$ cat config.mk
export PLATFORM = sky130hd
export DESIGN_NAME = sadc_core
export DESIGN_NICKNAME = d
export VERILOG_FILES = /design/src/rtl/sadc_pkg.sv /design/src/rtl/sadc_sync.sv /design/src/rtl/sadc_shifter.sv /design/src/rtl/sadc_core.sv
export VERILOG_INCLUDE_DIRS = /design/src /design/src/rtl
export SDC_FILE = /design/constraint.sdc
export NUM_CORES = 1
export LEC_CHECK = 0
export ABC_AREA = 1
export BUFFER_PORTS_ARGS = -buffer_cell sky130_fd_sc_hd__buf_2
export CELL_PAD_IN_SITES_DETAIL_PLACEMENT = 2
export CELL_PAD_IN_SITES_GLOBAL_PLACEMENT = 2
export CORE_MARGIN = 5
export CORE_UTILIZATION = 35
export DETAILED_ROUTE_END_ITERATION = 16
export PLACE_DENSITY_LB_ADDON = 0.1
export SLEW_MARGIN = 20
export SYNTH_ARGS = -nofsm -noshare
export SYNTH_HDL_FRONTEND = slang
export SYNTH_SLANG_ARGS = --single-unit
$ cat constraint.sdc
create_clock -name core_clk -period 5 [get_ports core_clk]
set_clock_uncertainty 0.05 [all_clocks]
set_input_delay 0.25 -clock core_clk [delete_from_list [all_inputs] [get_ports core_clk]]
set_output_delay 0.25 -clock core_clk [all_outputs]
set_load 0.05 [all_outputs]
$ cat src/rtl/sadc_defines.svh
// Timing counts and reset values for the converter sequencing and readout block.
// Assumes a 250 MHz core clock; included by the shifter and core design files.
`ifndef SADC_DEFINES_SVH
`define SADC_DEFINES_SVH

`define SADC_CLK_MHZ        250
`define SADC_CONV_NS        7000
`define SADC_ACQ_NS         2000
`define SADC_CONV_CYC       ((`SADC_CONV_NS * `SADC_CLK_MHZ) / 1000)
`define SADC_ACQ_CYC        ((`SADC_ACQ_NS * `SADC_CLK_MHZ) / 1000)
`define SADC_SCLK_DIV       8
`define SADC_BITS           16
`define SADC_OVR_CYC        4
`define SADC_RESULT_RST     16'h0000

`endif

$ cat src/rtl/sadc_pkg.sv
// Types shared by the converter sequencing and readout block.
// Assumes sadc_defines.svh is compiled alongside.
package sadc_pkg;

    typedef enum logic [1:0]
    {
        SADC_IDLE = 2'b00,
        SADC_CONV = 2'b01,
        SADC_SHIP = 2'b10,
        SADC_ACQ  = 2'b11
    } sadc_state_e;

    typedef struct packed
    {
        logic coding_select;
        logic interface_select;
        logic byte_order_select;
        logic clock_source_select;
        logic sclk_invert;
        logic sync_invert;
    } sadc_cfg_s;

    typedef struct packed
    {
        logic [15:0] d_out;
        logic [15:0] d_oe;
    } sadc_bus_s;

endpackage

$ cat src/rtl/sadc_sync.sv
// Two-flip-flop synchroniser for one level from outside the core clock domain.
// Assumes the input may change at any time relative to core_clk.
`timescale 1ns/10ps
module sadc_sync
(
    // Clock and reset
    input  wire logic core_clk,
    input  wire logic srst,
    // Level
    input  wire logic async_in,
    output logic      sync_out
);
    logic meta_q;

    always_ff @(posedge core_clk)
    begin
        if (srst)
        begin
            meta_q   <= 1'b0;
            sync_out <= 1'b0;
        end
        else
        begin
            meta_q   <= async_in;
            sync_out <= meta_q;
        end
    end
endmodule

$ cat src/rtl/sadc_shifter.sv
// Sixteen-bit MSB-first output shifter with daisy-chain fill.
// Assumes load and shift never coincide with meaningful intent; load wins.
`timescale 1ns/10ps
`include "sadc_defines.svh"
module sadc_shifter
(
    // Clock and reset
    input  wire logic        core_clk,
    input  wire logic        srst,
    // Control
    input  wire logic        load,
    input  wire logic [15:0] load_word,
    input  wire logic        shift,
    input  wire logic        chain_bit,
    // Output
    output logic             msb
);
    logic [15:0] sr_q;

    always_ff @(posedge core_clk)
    begin
        if (srst)
            sr_q <= `SADC_RESULT_RST;
        else if (load)
            sr_q <= load_word;
        else if (shift)
            sr_q <= {sr_q[14:0], chain_bit};
    end

    assign msb = sr_q[15];
endmodule

$ cat src/rtl/sadc_core.sv
// Conversion sequencing with parallel and serial result readout.
// Assumes all pin inputs are asynchronous; the analog result word arrives on adc_result.
`timescale 1ns/10ps
`include "sadc_defines.svh"
// Function
// Convert start begins a conversion that cannot be aborted or restarted.
// Convert start held low at busy low auto-starts after internal acquisition.
// Host pulses convert start low once after power-up to begin.
// Automatic back-to-back mode may exceed the guaranteed sample rate slightly.
// Chip select ORed with read; either high releases all interface outputs.
// Coding select picks two's complement or straight binary result.
// Interface select low chooses parallel, high chooses serial on shared pins.
// Parallel result readable after conversion and during the next conversion.
// Host limits parallel reads during conversion to its first half.
// Byte order low puts low byte on D[7:0]; high swaps lanes.
// Serial mode shifts sixteen bits out MSB first, one per clock.
// Each serial bit stays valid across both edges of its clock.
// Clock source select low makes the device generate the serial clock.
// Master mode drives a sync output marking valid serial data.
// Master serial clock and sync polarity are invertible.
// Read timing input picks read after or during conversion in master.
// Master read after conversion holds busy until sixteen bits leave.
// Master read during conversion keeps clock edges off late decisions.
// Slave mode takes host clock, shifting only with chip select and read low.
// Slave accepts continuous or discontinuous clock idling high or low.
// Host clock should not toggle in the second half of busy high.
// Slave read during conversion pulses overrun if sixteen bits unread.
// Slave read after conversion samples chain input on the opposite edge.
// Busy high from conversion start until the result is available.
module sadc_core
    import sadc_pkg::*;
(
    // Clock and reset
    input  wire logic        core_clk,
    input  wire logic        srst,
    // Conversion control pins
    input  wire logic        convert_start_n,
    input  wire logic        power_down_in,
    output logic             busy,
    // Analog result from the converter array
    input  wire logic [15:0] adc_result,
    // Configuration pins
    input  wire logic        coding_select,
    input  wire logic        interface_select,
    input  wire logic        byte_order_select,
    input  wire logic        clock_source_select,
    input  wire logic        sclk_invert,
    input  wire logic        sync_invert,
    input  wire logic        read_timing_chain_in,
    // Interface strobes
    input  wire logic        cs_n,
    input  wire logic        rd_n,
    // Parallel bus
    output logic [15:0]      data_out,
    output logic [15:0]      data_oe,
    // Serial link
    input  wire logic        sclk_in,
    output logic             sclk_out,
    output logic             sclk_oe,
    output logic             serial_data_out,
    output logic             serial_data_oe,
    output logic             sync_out,
    output logic             sync_oe,
    output logic             read_overrun_flag,
    // Power state
    output logic             powered_down
);
    localparam logic [15:0] CONV_CYC = 16'(`SADC_CONV_CYC);
    localparam logic [15:0] ACQ_CYC  = 16'(`SADC_ACQ_CYC);
    localparam logic [3:0]  DIV_LAST = 4'(`SADC_SCLK_DIV - 1);
    localparam logic [4:0]  NBITS    = 5'(`SADC_BITS);
    localparam logic [2:0]  OVR_LAST = 3'(`SADC_OVR_CYC - 1);

    // Synchronised pins.
    logic       cnv_n_s;
    logic       pd_s;
    logic       cs_s;
    logic       rd_s;
    logic       sclk_s;
    logic       chain_s;
    sadc_cfg_s  cfg_raw;
    sadc_cfg_s  cfg;

    assign cfg_raw = '{coding_select, interface_select, byte_order_select,
                       clock_source_select, sclk_invert, sync_invert};

    sadc_sync u_sync_cnv  (.core_clk(core_clk), .srst(srst), .async_in(convert_start_n),
                           .sync_out(cnv_n_s));
    sadc_sync u_sync_pd   (.core_clk(core_clk), .srst(srst), .async_in(power_down_in),
                           .sync_out(pd_s));
    // Strobes pass inverted so a flushed synchroniser means deselected, not selected.
    sadc_sync u_sync_cs   (.core_clk(core_clk), .srst(srst), .async_in(~cs_n),
                           .sync_out(cs_s));
    sadc_sync u_sync_rd   (.core_clk(core_clk), .srst(srst), .async_in(~rd_n),
                           .sync_out(rd_s));
    sadc_sync u_sync_sclk (.core_clk(core_clk), .srst(srst), .async_in(sclk_in),
                           .sync_out(sclk_s));
    sadc_sync u_sync_chn  (.core_clk(core_clk), .srst(srst), .async_in(read_timing_chain_in),
                           .sync_out(chain_s));

    genvar gi;
    generate
        for (gi = 0; gi < 6; gi++)
        begin : g_cfg
            sadc_sync u_sync_cfg (.core_clk(core_clk), .srst(srst), .async_in(cfg_raw[gi]),
                                  .sync_out(cfg[gi]));
        end
    endgenerate

    // Start edge detection on the synchronised level.
    // The edge register resets low so the flushed synchroniser cannot fake a start.
    logic cnv_n_q;
    logic start_fall;

    always_ff @(posedge core_clk)
    begin
        if (srst)
            cnv_n_q <= 1'b0;
        else
            cnv_n_q <= cnv_n_s;
    end

    assign start_fall = cnv_n_q & ~cnv_n_s;

    // Serial mode decode.
    logic ser_mode;
    logic master;
    logic rd_after;
    logic sel;

    assign ser_mode = cfg.interface_select;
    assign master   = ser_mode & ~cfg.clock_source_select;
    assign rd_after = ~chain_s;
    assign sel      = cs_s & rd_s;

    // Conversion sequencer.
    sadc_state_e state_q;
    logic [15:0] tmr_q;
    logic [4:0]  bits_left_q;
    logic        conv_done;
    logic        ship_needed;

    assign conv_done   = (state_q == SADC_CONV) && (tmr_q == CONV_CYC - 16'h0001);
    assign ship_needed = master & rd_after;

    always_ff @(posedge core_clk)
    begin
        if (srst)
        begin
            state_q <= SADC_IDLE;
            tmr_q   <= 16'h0000;
        end
        else
        begin
            case (state_q)
                SADC_IDLE:
                begin
                    tmr_q <= 16'h0000;
                    if (start_fall && !pd_s)
                        state_q <= SADC_CONV;
                end
                SADC_CONV:
                begin
                    // Power-down and further start edges are ignored here on purpose.
                    tmr_q <= tmr_q + 16'h0001;
                    if (conv_done)
                    begin
                        tmr_q   <= 16'h0000;
                        state_q <= ship_needed ? SADC_SHIP : SADC_ACQ;
                    end
                end
                SADC_SHIP:
                begin
                    if (bits_left_q == 5'h00)
                        state_q <= SADC_ACQ;
                end
                SADC_ACQ:
                begin
                    tmr_q <= tmr_q + 16'h0001;
                    if (start_fall && !pd_s)
                    begin
                        tmr_q   <= 16'h0000;
                        state_q <= SADC_CONV;
                    end
                    else if (tmr_q >= ACQ_CYC - 16'h0001)
                    begin
                        // Held-low start restarts after the timed acquisition. R02 R04
                        tmr_q   <= 16'h0000;
                        state_q <= (!cnv_n_s && !pd_s) ? SADC_CONV : SADC_IDLE;
                    end
                end
                default:
                    state_q <= SADC_IDLE;
            endcase
        end
    end

    assign busy         = (state_q == SADC_CONV) || (state_q == SADC_SHIP);
    assign powered_down = pd_s && !busy;

    // Result capture with output coding.
    logic [15:0] result_q;
    logic        new_result;

    assign new_result = conv_done;

    always_ff @(posedge core_clk)
    begin
        if (srst)
            result_q <= `SADC_RESULT_RST;
        else if (new_result)
            result_q <= cfg.coding_select ? adc_result : {~adc_result[15], adc_result[14:0]};
    end

    // Parallel bus. The latched result stays readable through the next conversion. R08
    always_ff @(posedge core_clk)
    begin
        if (srst)
        begin
            data_out <= 16'h0000;
            data_oe  <= 16'h0000;
        end
        else
        begin
            data_out <= cfg.byte_order_select ? {result_q[7:0], result_q[15:8]} : result_q;
            data_oe  <= (sel && !ser_mode) ? 16'hffff : 16'h0000;
        end
    end

    // Master clock divider gives one enable pulse per half period.
    logic [3:0] div_q;
    logic       half_tick;
    logic       msclk_q;
    logic       mactive_q;
    logic       conv_early;

    assign half_tick  = (div_q == DIV_LAST);
    // Only the first half of the conversion is used for master read-during shifting. R18
    assign conv_early = (state_q == SADC_CONV) && (tmr_q < (CONV_CYC >> 1));

    always_ff @(posedge core_clk)
    begin
        if (srst)
            div_q <= 4'h0;
        else
            div_q <= half_tick ? 4'h0 : div_q + 4'h1;
    end

    // Slave clock edge detection on the synchronised host clock.
    logic sclk_prev_q;
    logic s_rise;
    logic s_fall;

    always_ff @(posedge core_clk)
    begin
        if (srst)
            sclk_prev_q <= 1'b0;
        else
            sclk_prev_q <= sclk_s;
    end

    assign s_rise = sclk_s & ~sclk_prev_q;
    assign s_fall = ~sclk_s & sclk_prev_q;

    // Shift scheduling. Data changes on falling clock and is stable across the rising edge
    // and the following fall, so the host may capture on either. R12 R20
    logic        load_sr;
    logic        shift_sr;
    logic        serial_bit;
    logic        chain_q;
    logic        m_fall;
    logic        m_go;
    logic        during_q;

    assign m_go     = mactive_q && half_tick;
    assign m_fall   = m_go && msclk_q;
    assign load_sr  = ser_mode && (new_result ? rd_after
                                   : (start_fall && state_q != SADC_CONV && !rd_after));
    assign shift_sr = (master ? m_fall : (sel && s_fall)) && bits_left_q != 5'h00;

    always_ff @(posedge core_clk)
    begin
        if (srst)
        begin
            bits_left_q <= 5'h00;
            during_q    <= 1'b0;
        end
        else if (load_sr)
        begin
            bits_left_q <= NBITS;
            during_q    <= !rd_after;
        end
        else if (shift_sr)
            bits_left_q <= bits_left_q - 5'h01;
    end

    // Daisy-chain bit latched on the rising edge, opposite to the shifting fall. R23
    always_ff @(posedge core_clk)
    begin
        if (srst)
            chain_q <= 1'b0;
        else if (sel && s_rise && rd_after && !master)
            chain_q <= chain_s;
    end

    sadc_shifter u_shift
    (
        .core_clk  (core_clk),
        .srst      (srst),
        .load      (load_sr),
        .load_word (new_result ? (cfg.coding_select ? adc_result
                                 : {~adc_result[15], adc_result[14:0]}) : result_q),
        .shift     (shift_sr),
        .chain_bit (chain_q),
        .msb       (serial_bit)
    );

    // Master clock generation; runs only while bits remain. R13 R16 R18
    always_ff @(posedge core_clk)
    begin
        if (srst)
        begin
            msclk_q   <= 1'b0;
            mactive_q <= 1'b0;
        end
        else if (!master || bits_left_q == 5'h00)
        begin
            msclk_q   <= 1'b0;
            mactive_q <= 1'b0;
        end
        else
        begin
            mactive_q <= during_q ? conv_early : 1'b1;
            if (m_go)
                msclk_q <= ~msclk_q;
        end
    end

    // Read overrun pulse when a slave read-during conversion ends with unread bits. R22
    logic [2:0] ovr_q;

    always_ff @(posedge core_clk)
    begin
        if (srst)
            ovr_q <= 3'h0;
        else if (conv_done && !master && ser_mode && during_q && bits_left_q != 5'h00)
            ovr_q <= OVR_LAST + 3'h1;
        else if (ovr_q != 3'h0)
            ovr_q <= ovr_q - 3'h1;
    end

    assign read_overrun_flag = (ovr_q != 3'h0);

    // Serial pin drive, released whenever chip select or read is high. R05 R07
    always_ff @(posedge core_clk)
    begin
        if (srst)
        begin
            serial_data_out <= 1'b0;
            serial_data_oe  <= 1'b0;
            sclk_out        <= 1'b0;
            sclk_oe         <= 1'b0;
            sync_out        <= 1'b0;
            sync_oe         <= 1'b0;
        end
        else
        begin
            serial_data_out <= serial_bit;
            serial_data_oe  <= sel && ser_mode;
            sclk_out        <= msclk_q ^ cfg.sclk_invert;
            sclk_oe         <= sel && master;
            sync_out        <= (mactive_q && bits_left_q != 5'h00) ^ cfg.sync_invert;
            sync_oe         <= sel && master;
        end
    end
endmodule

# ---- After elaboration in Yosys (flattened, before gate mapping)
# Index checks and enable logic that the tools add are counted.
dict set report classes {
  addsub 4
  mul 0
  n_div 0
  magnitude_cmp 2
  eq_ne 10
  shifts 0
  n_mux 25
  bitwise_logic 17
  n_reduce_logical 42
}
# op n
set op_table {}
lappend op_table {{2-to-1 mux 16 bit} 9}
lappend op_table {{one-hot mux 16 bit (3 select lines)} 1}
lappend op_table {{logical AND 1 bit} 23}
lappend op_table {{adder 16 x 1 -> 16 bit (second input constant)} 1}
lappend op_table {{== test 16 x 11 -> 1 bit (second input constant)} 1}
lappend op_table {{>= comparator 16 x 9 -> 1 bit (second input constant)} 1}
lappend op_table {{less-than comparator 16 x 10 -> 1 bit (second input constant)} 1}
lappend op_table {{2-to-1 mux 2 bit} 5}
lappend op_table {{2-to-1 mux 5 bit} 2}
lappend op_table {{inverter 1 bit} 9}
lappend op_table {{one-hot mux 2 bit (4 select lines)} 1}
lappend op_table {{OR reduction 2 bit} 4}
lappend op_table {{AND 1 bit} 6}
lappend op_table {{2-to-1 mux 3 bit} 2}
lappend op_table {{nonzero test 3 bit} 2}
lappend op_table {{zero test 1 bit} 5}
lappend op_table {{zero test 5 bit} 1}
lappend op_table {{2-to-1 mux 1 bit} 5}
lappend op_table {{nonzero test 5 bit} 1}
lappend op_table {{subtractor 5 x 1 -> 5 bit (second input constant)} 1}
lappend op_table {{adder 4 x 1 -> 4 bit (second input constant)} 1}
lappend op_table {{== test 2 bit (second input constant)} 2}
lappend op_table {{== test 4 x 3 -> 1 bit (second input constant)} 1}
lappend op_table {{!= test 2 x 1 -> 1 bit (second input constant)} 2}
lappend op_table {{9 further kinds} 13}
dict set report totals {
  register_bits 129
  latchBits 0
  mem_bits_rw 0
  romBits 0
  input_bits 30
  out_inout_bits 41
  word_cells 146
  memories 0
}

# ---- Longest topological paths before layout
dict set report depth {
  depth_word 8
  mapped_depth 13
  depth_no_buf 12
}

# ---- By module
# A second synthesis with hierarchy kept.
dict set report unflattened {
  cells_unflattened 715
  hier_area_um2 5175.0
}
# mod instances cells_each area_each_um2 seq_area_each_um2
set by_module_without_submodules {}
lappend by_module_without_submodules {sadc_core 1 519 3702.3 1481.4}
lappend by_module_without_submodules {sadc_shifter 1 124 812.0 320.3}
lappend by_module_without_submodules {sadc_sync 12 6 55.1 40.0}

# ---- Worst setup path after synthesis
# Ideal clock, no wire load.
dict set report synth_path {
  path_type {flip-flop to output port}
  from {register state_q[0]}
  to {output powered_down}
  arrival_ps 1661
  required_ps 4700
  path_slack_ps 3039
  path_stages_with_launch 4
  path_buffers 0
  cell_sequence {dfxtp_1 > inv_1 > ha_1 > nor2_1}
}
dict set report synth_between {
  elab_chain_len 4
  elab_cells_between_ends 5
  cone_classes {2 x eq/ne; 3 x reduce/logical}
}
# item line_no
set synth_lines {}
lappend synth_lines {{start: declaration} sadc_core.sv:137} ;# sadc_state_e state_q;
lappend synth_lines {{start signal: assignment} sadc_core.sv:169} ;# state_q <= ship_needed ? SADC_SHIP : SADC_ACQ;
lappend synth_lines {{start signal: assignment} sadc_core.sv:189} ;# state_q <= (!cnv_n_s && !pd_s) ? SADC_CONV : SADC_IDLE;
lappend synth_lines {{== test 2 x 1 -> 1 bit or == test 2 bit (tied branches)} sadc_core.sv:198} ;# assign busy = (state_q == SADC_CONV) || (state_q == SADC_SHIP);
lappend synth_lines {{logical OR 1 bit *} sadc_core.sv:198}
lappend synth_lines {{net busy} sadc_core.sv:39} ;# output logic busy,
lappend synth_lines {{zero test 1 bit *} sadc_core.sv:199} ;# assign powered_down = pd_s && !busy;
lappend synth_lines {{logical AND 1 bit *} sadc_core.sv:199}
lappend synth_lines {{end: declaration} sadc_core.sv:66} ;# output logic powered_down
# The timed path passes the listed nets; every way through them passes the cells marked *.

# ---- Worst setup path after layout
dict set report layout_path {
  from {register state_q[1]}
  to {register u_shift.sr_q[3]}
}
dict set report layout_between {
  elab_chain_len 6
  elab_cells_between_ends 10
  cone_classes {2 x eq/ne; 3 x mux; 5 x reduce/logical}
}
# item line_no
set layout_lines {}
lappend layout_lines {{!= test 2 x 1 -> 1 bit} sadc_core.sv:278} ;# : (start_fall && state_q != SADC_CONV && !rd_after));
lappend layout_lines {{logical AND 1 bit (2 in series)} sadc_core.sv:278}
lappend layout_lines {{2-to-1 mux 1 bit} sadc_core.sv:277} ;# assign load_sr = ser_mode && (new_result ? rd_after
lappend layout_lines {{logical AND 1 bit} sadc_core.sv:277}
lappend layout_lines {{2-to-1 mux 16 bit or nonzero test 2 bit (tied branches)} n/a}
lappend layout_lines {{end signal: assignment} sadc_shifter.sv:23} ;# sr_q <= `SADC_RESULT_RST;
lappend layout_lines {{end signal: assignment} sadc_shifter.sv:25} ;# sr_q <= load_word;
lappend layout_lines {{end signal: assignment} sadc_shifter.sv:27} ;# sr_q <= {sr_q[14:0], chain_bit};
lappend layout_lines {{end: declaration} sadc_shifter.sv:18} ;# logic [15:0] sr_q;
# Parallel ways exist; a longest one is shown, timed or not.
# A chain may end at the register's enable or synchronous reset.

==> reports/metrics.csv <==
metric,value,unit
outcome,finished clean,
final wirelength,16.6,mm
list of most frequent post-synthesis cells,"nand2_1 (129), dfxtp_1 (114), nor2_1 (108)",
total number of vias,4788,
first-pass GRT wire length,27.6,mm
crit path cell chain,inv_1 > ha_1 > nand3_4 > nand2_2 > nand3_4 > nand2_1 > nand3_1 > nand2_1 > inv_1,
ANT cells,0,
Die Width,132,um
Yosys Warn Count,0,
post-placement cell area,0.00550,mm2
largest family of logic cells by synthesized area,simple AND/OR/NAND/NOR gates,
Synth Cell Area,0.00517,mm2
CP startpoint kind,flop,
post-synthesis xor/xnor area fraction,1.02,%
share of cells above drive strength 1,15.6,%
Synth cell types,38,
Cell Rows,44,
CP top delay family,simple AND/OR/NAND/NOR gates,
Synth Area per Inst,7.22,um2
slew margin rel.,37.5,%
core area,0.0145,mm2
post-synthesis mux area share,0,%
Num CTS Buffers,17,
fin nets,817,
"Reg clk slew, reported paths",0.06,ns
vias in the first global route,5366,
endpoints failing hold,0,
Synth area leaders,"dfxtp_1 (44%), nand2_1 (9.4%), nor2_1 (7.8%)",
Starting Density,35.6,%
kind of critical path,flop to flop,
input/output buffers,70,
fin crit share,55.3,%
setup_tns,0,ns
drc violations,0,
static leakage,2.86,nW
sequential area share after synthesis,44.1,%
"slowest stage delay, CP",0.79,ns
Initial DRC Count,292,
post-synth top area share,44.1,%
Max Root-Sink Buffers,2,
fraction of registers with async set/reset,0,%
Buf/Inv on CP,2,
Post-synth EDFFs,0,
Clock Sinks,114,
most common cell in the netlist,nand2_1,
post-CTS sizing,0,
drt pass-1 iters,4,
Post-Synth Simple-Gate Area,30.1,%
crit path max fanout,36,
die area,0.0173,mm2
Worst-Skew Late Latency,0.42,ns
drt via density,4.93,
Critical Path AT,3.03,ns
setup violators final,0,
gr usage total,19.6,%
RSZ-0062 raised after global routing,no,
IO Count,71,
"area leader, netlist",dfxtp_1,
Synthesized Nets,760,
Layout area overhead,20.2,%
Non-Filler Instances,971,
"slowest stage cell, crit path",ha_1,
final HPWL from detailed placement,11.4,mm
initial antenna violation count,0,
Detail Route Antenna Nets,0,
f_max,0.362,GHz
Layout fillers,1709,
Max Cap Viol,0,
adder-cell share of the synthesized area,3.14,%
CTS tree,built,
RePlAce Congestion,0.792,
Mapped Cells,717,
complex-gate fraction of the synthesized area,9.09,%
Die H,132,um
Tmin final,2.76,ns
total grt overflow,0,
Max IR drop VDD,0.237,mV
WL/cell,17.1,um
#FFs+latches synth,114,
Most used DFF post-synth,dfxtp_1,
kind of end point of the critical path,flop,
Cell Pwr Density,409,mW/mm2
CTS root buf,clkbuf_16,
Post-Place Cells,928,
count of pins over their slew limit,0,
worst hold path class,input port to flop,
largest net degree at the start of global routing,62,
Crit path required time,5.26,ns
Worst Tran Pin Value,0.937,ns
post-route cell area,0.00622,mm2
H-tree Lvls,4,
final core occ,42.8,%
-- report_power, final --
| group | internal [W] | switching (W) | leakage (nW) | total (W) |
|---|---|---|---|---|
| registers | 0.000941 | 0.0000224 | 0.927 | 0.000964 |
| logic | 0.0000936 | 0.000243 | 1.64 | 0.000337 |
| clock network | 0.000788 | 0.000458 | 0.294 | 0.00125 |
-- layout make-up --
cell class / instances / area (um2) / area share (%)
Clock buffer: 17 / 425 / 6.84
Tap cell: 184 / 230 / 3.70
Timing Repair Buffer: 84 / 483 / 7.76
Clock inverter: 15 / 181 / 2.92
Sequential cell: 114 / 2280 / 36.7
Inverter: 99 / 373 / 5.99
Multi-Input combinational cell: 458 / 2250 / 36.1
-- sequential cells by signal (all words and copies together), names as in the netlist, 2 cells and up --
name,flops
bits_left_q,5
data_out,16
div_q,4
g_cfg.u_sync_cfg.meta_q,6
g_cfg.u_sync_cfg.sync_out,6
ovr_q,3
result_q,16
state_q,2
tmr_q,16
u_shift.sr_q,16
-- layer usage --
layer / part of all wire, % / track usage (%)
met5: 0 / 0
met4: 1.2 / 5.60
met3: 3.8 / 4.36
met2: 52 / 36.0
met1: 43 / 22.8
-- worst min-delay path, cell delays in order --
cell,delay (ns)
buf_2,0.09
inv_1,0.05
nor2_1,0.04
-- worst paths after layout --
kind / cells past startpoint / slack [ns] / endpoint / startpoint
worst max-delay path: 9 / 2.24 / u_shift.sr_q[3] / state_q[1]
worst min-delay path: 3 / 0.01 / u_sync_chn.meta_q / read_timing_chain_in
worst max register to register: 9 / 2.24 / u_shift.sr_q[3] / state_q[1]
worst min register to register: 2 / 0.35 / g_cfg[3].u_sync_cfg.sync_out / g_cfg[3].u_sync_cfg.meta_q
-- per-stage QoR --
stage	worst slack (ns)	hold WS (ns)	total power (W)
global route	2.00	0.0294	0.00265
CTS	2.22	0.00518	0.00258
global placement	2.41	0.342	0.00129
finish	2.24	0.0145	0.00255
detailed placement	2.25	0.350	0.00131
floorplan	3.04	0.267	0.00121
-- cell usage in the layout, fill, tap and decap left out, types with 4 or more instances in the layout --
| cell | n |
|---|---|
| inv_2 | 4 |
| buf_2 | 70 |
| nand2_1 | 129 |
| dfxtp_1 | 114 |
| xnor2_1 | 4 |
| clkbuf_16 | 17 |
| a21oi_1 | 46 |
| ha_1 | 13 |
| nor3_1 | 4 |
| nand3_1 | 75 |
| dlygate4sd3_1 | 11 |
| inv_6 | 4 |
| nand4_1 | 25 |
| inv_1 | 93 |
| o21ai_0 | 32 |
| clkinv_2 | 4 |
| nor2_1 | 108 |
-- kinds of logic after synthesis --
kind of cell	Yosys count
and+or+nand+nor	352
buffers and inverters	145
DFF	114
xor gates and xnor gates	6
AOI/OAI and AO/OA	87
adders and majority gates	13
-- repair_timing --
action,4_1_cts,5_1_grt
buffers inserted,0,0
hold endpoints to repair,11,0
endpoints found under the setup margin,0,0
hold buffers,11,0
Note: power is estimated with default switching activity, not from simulation.
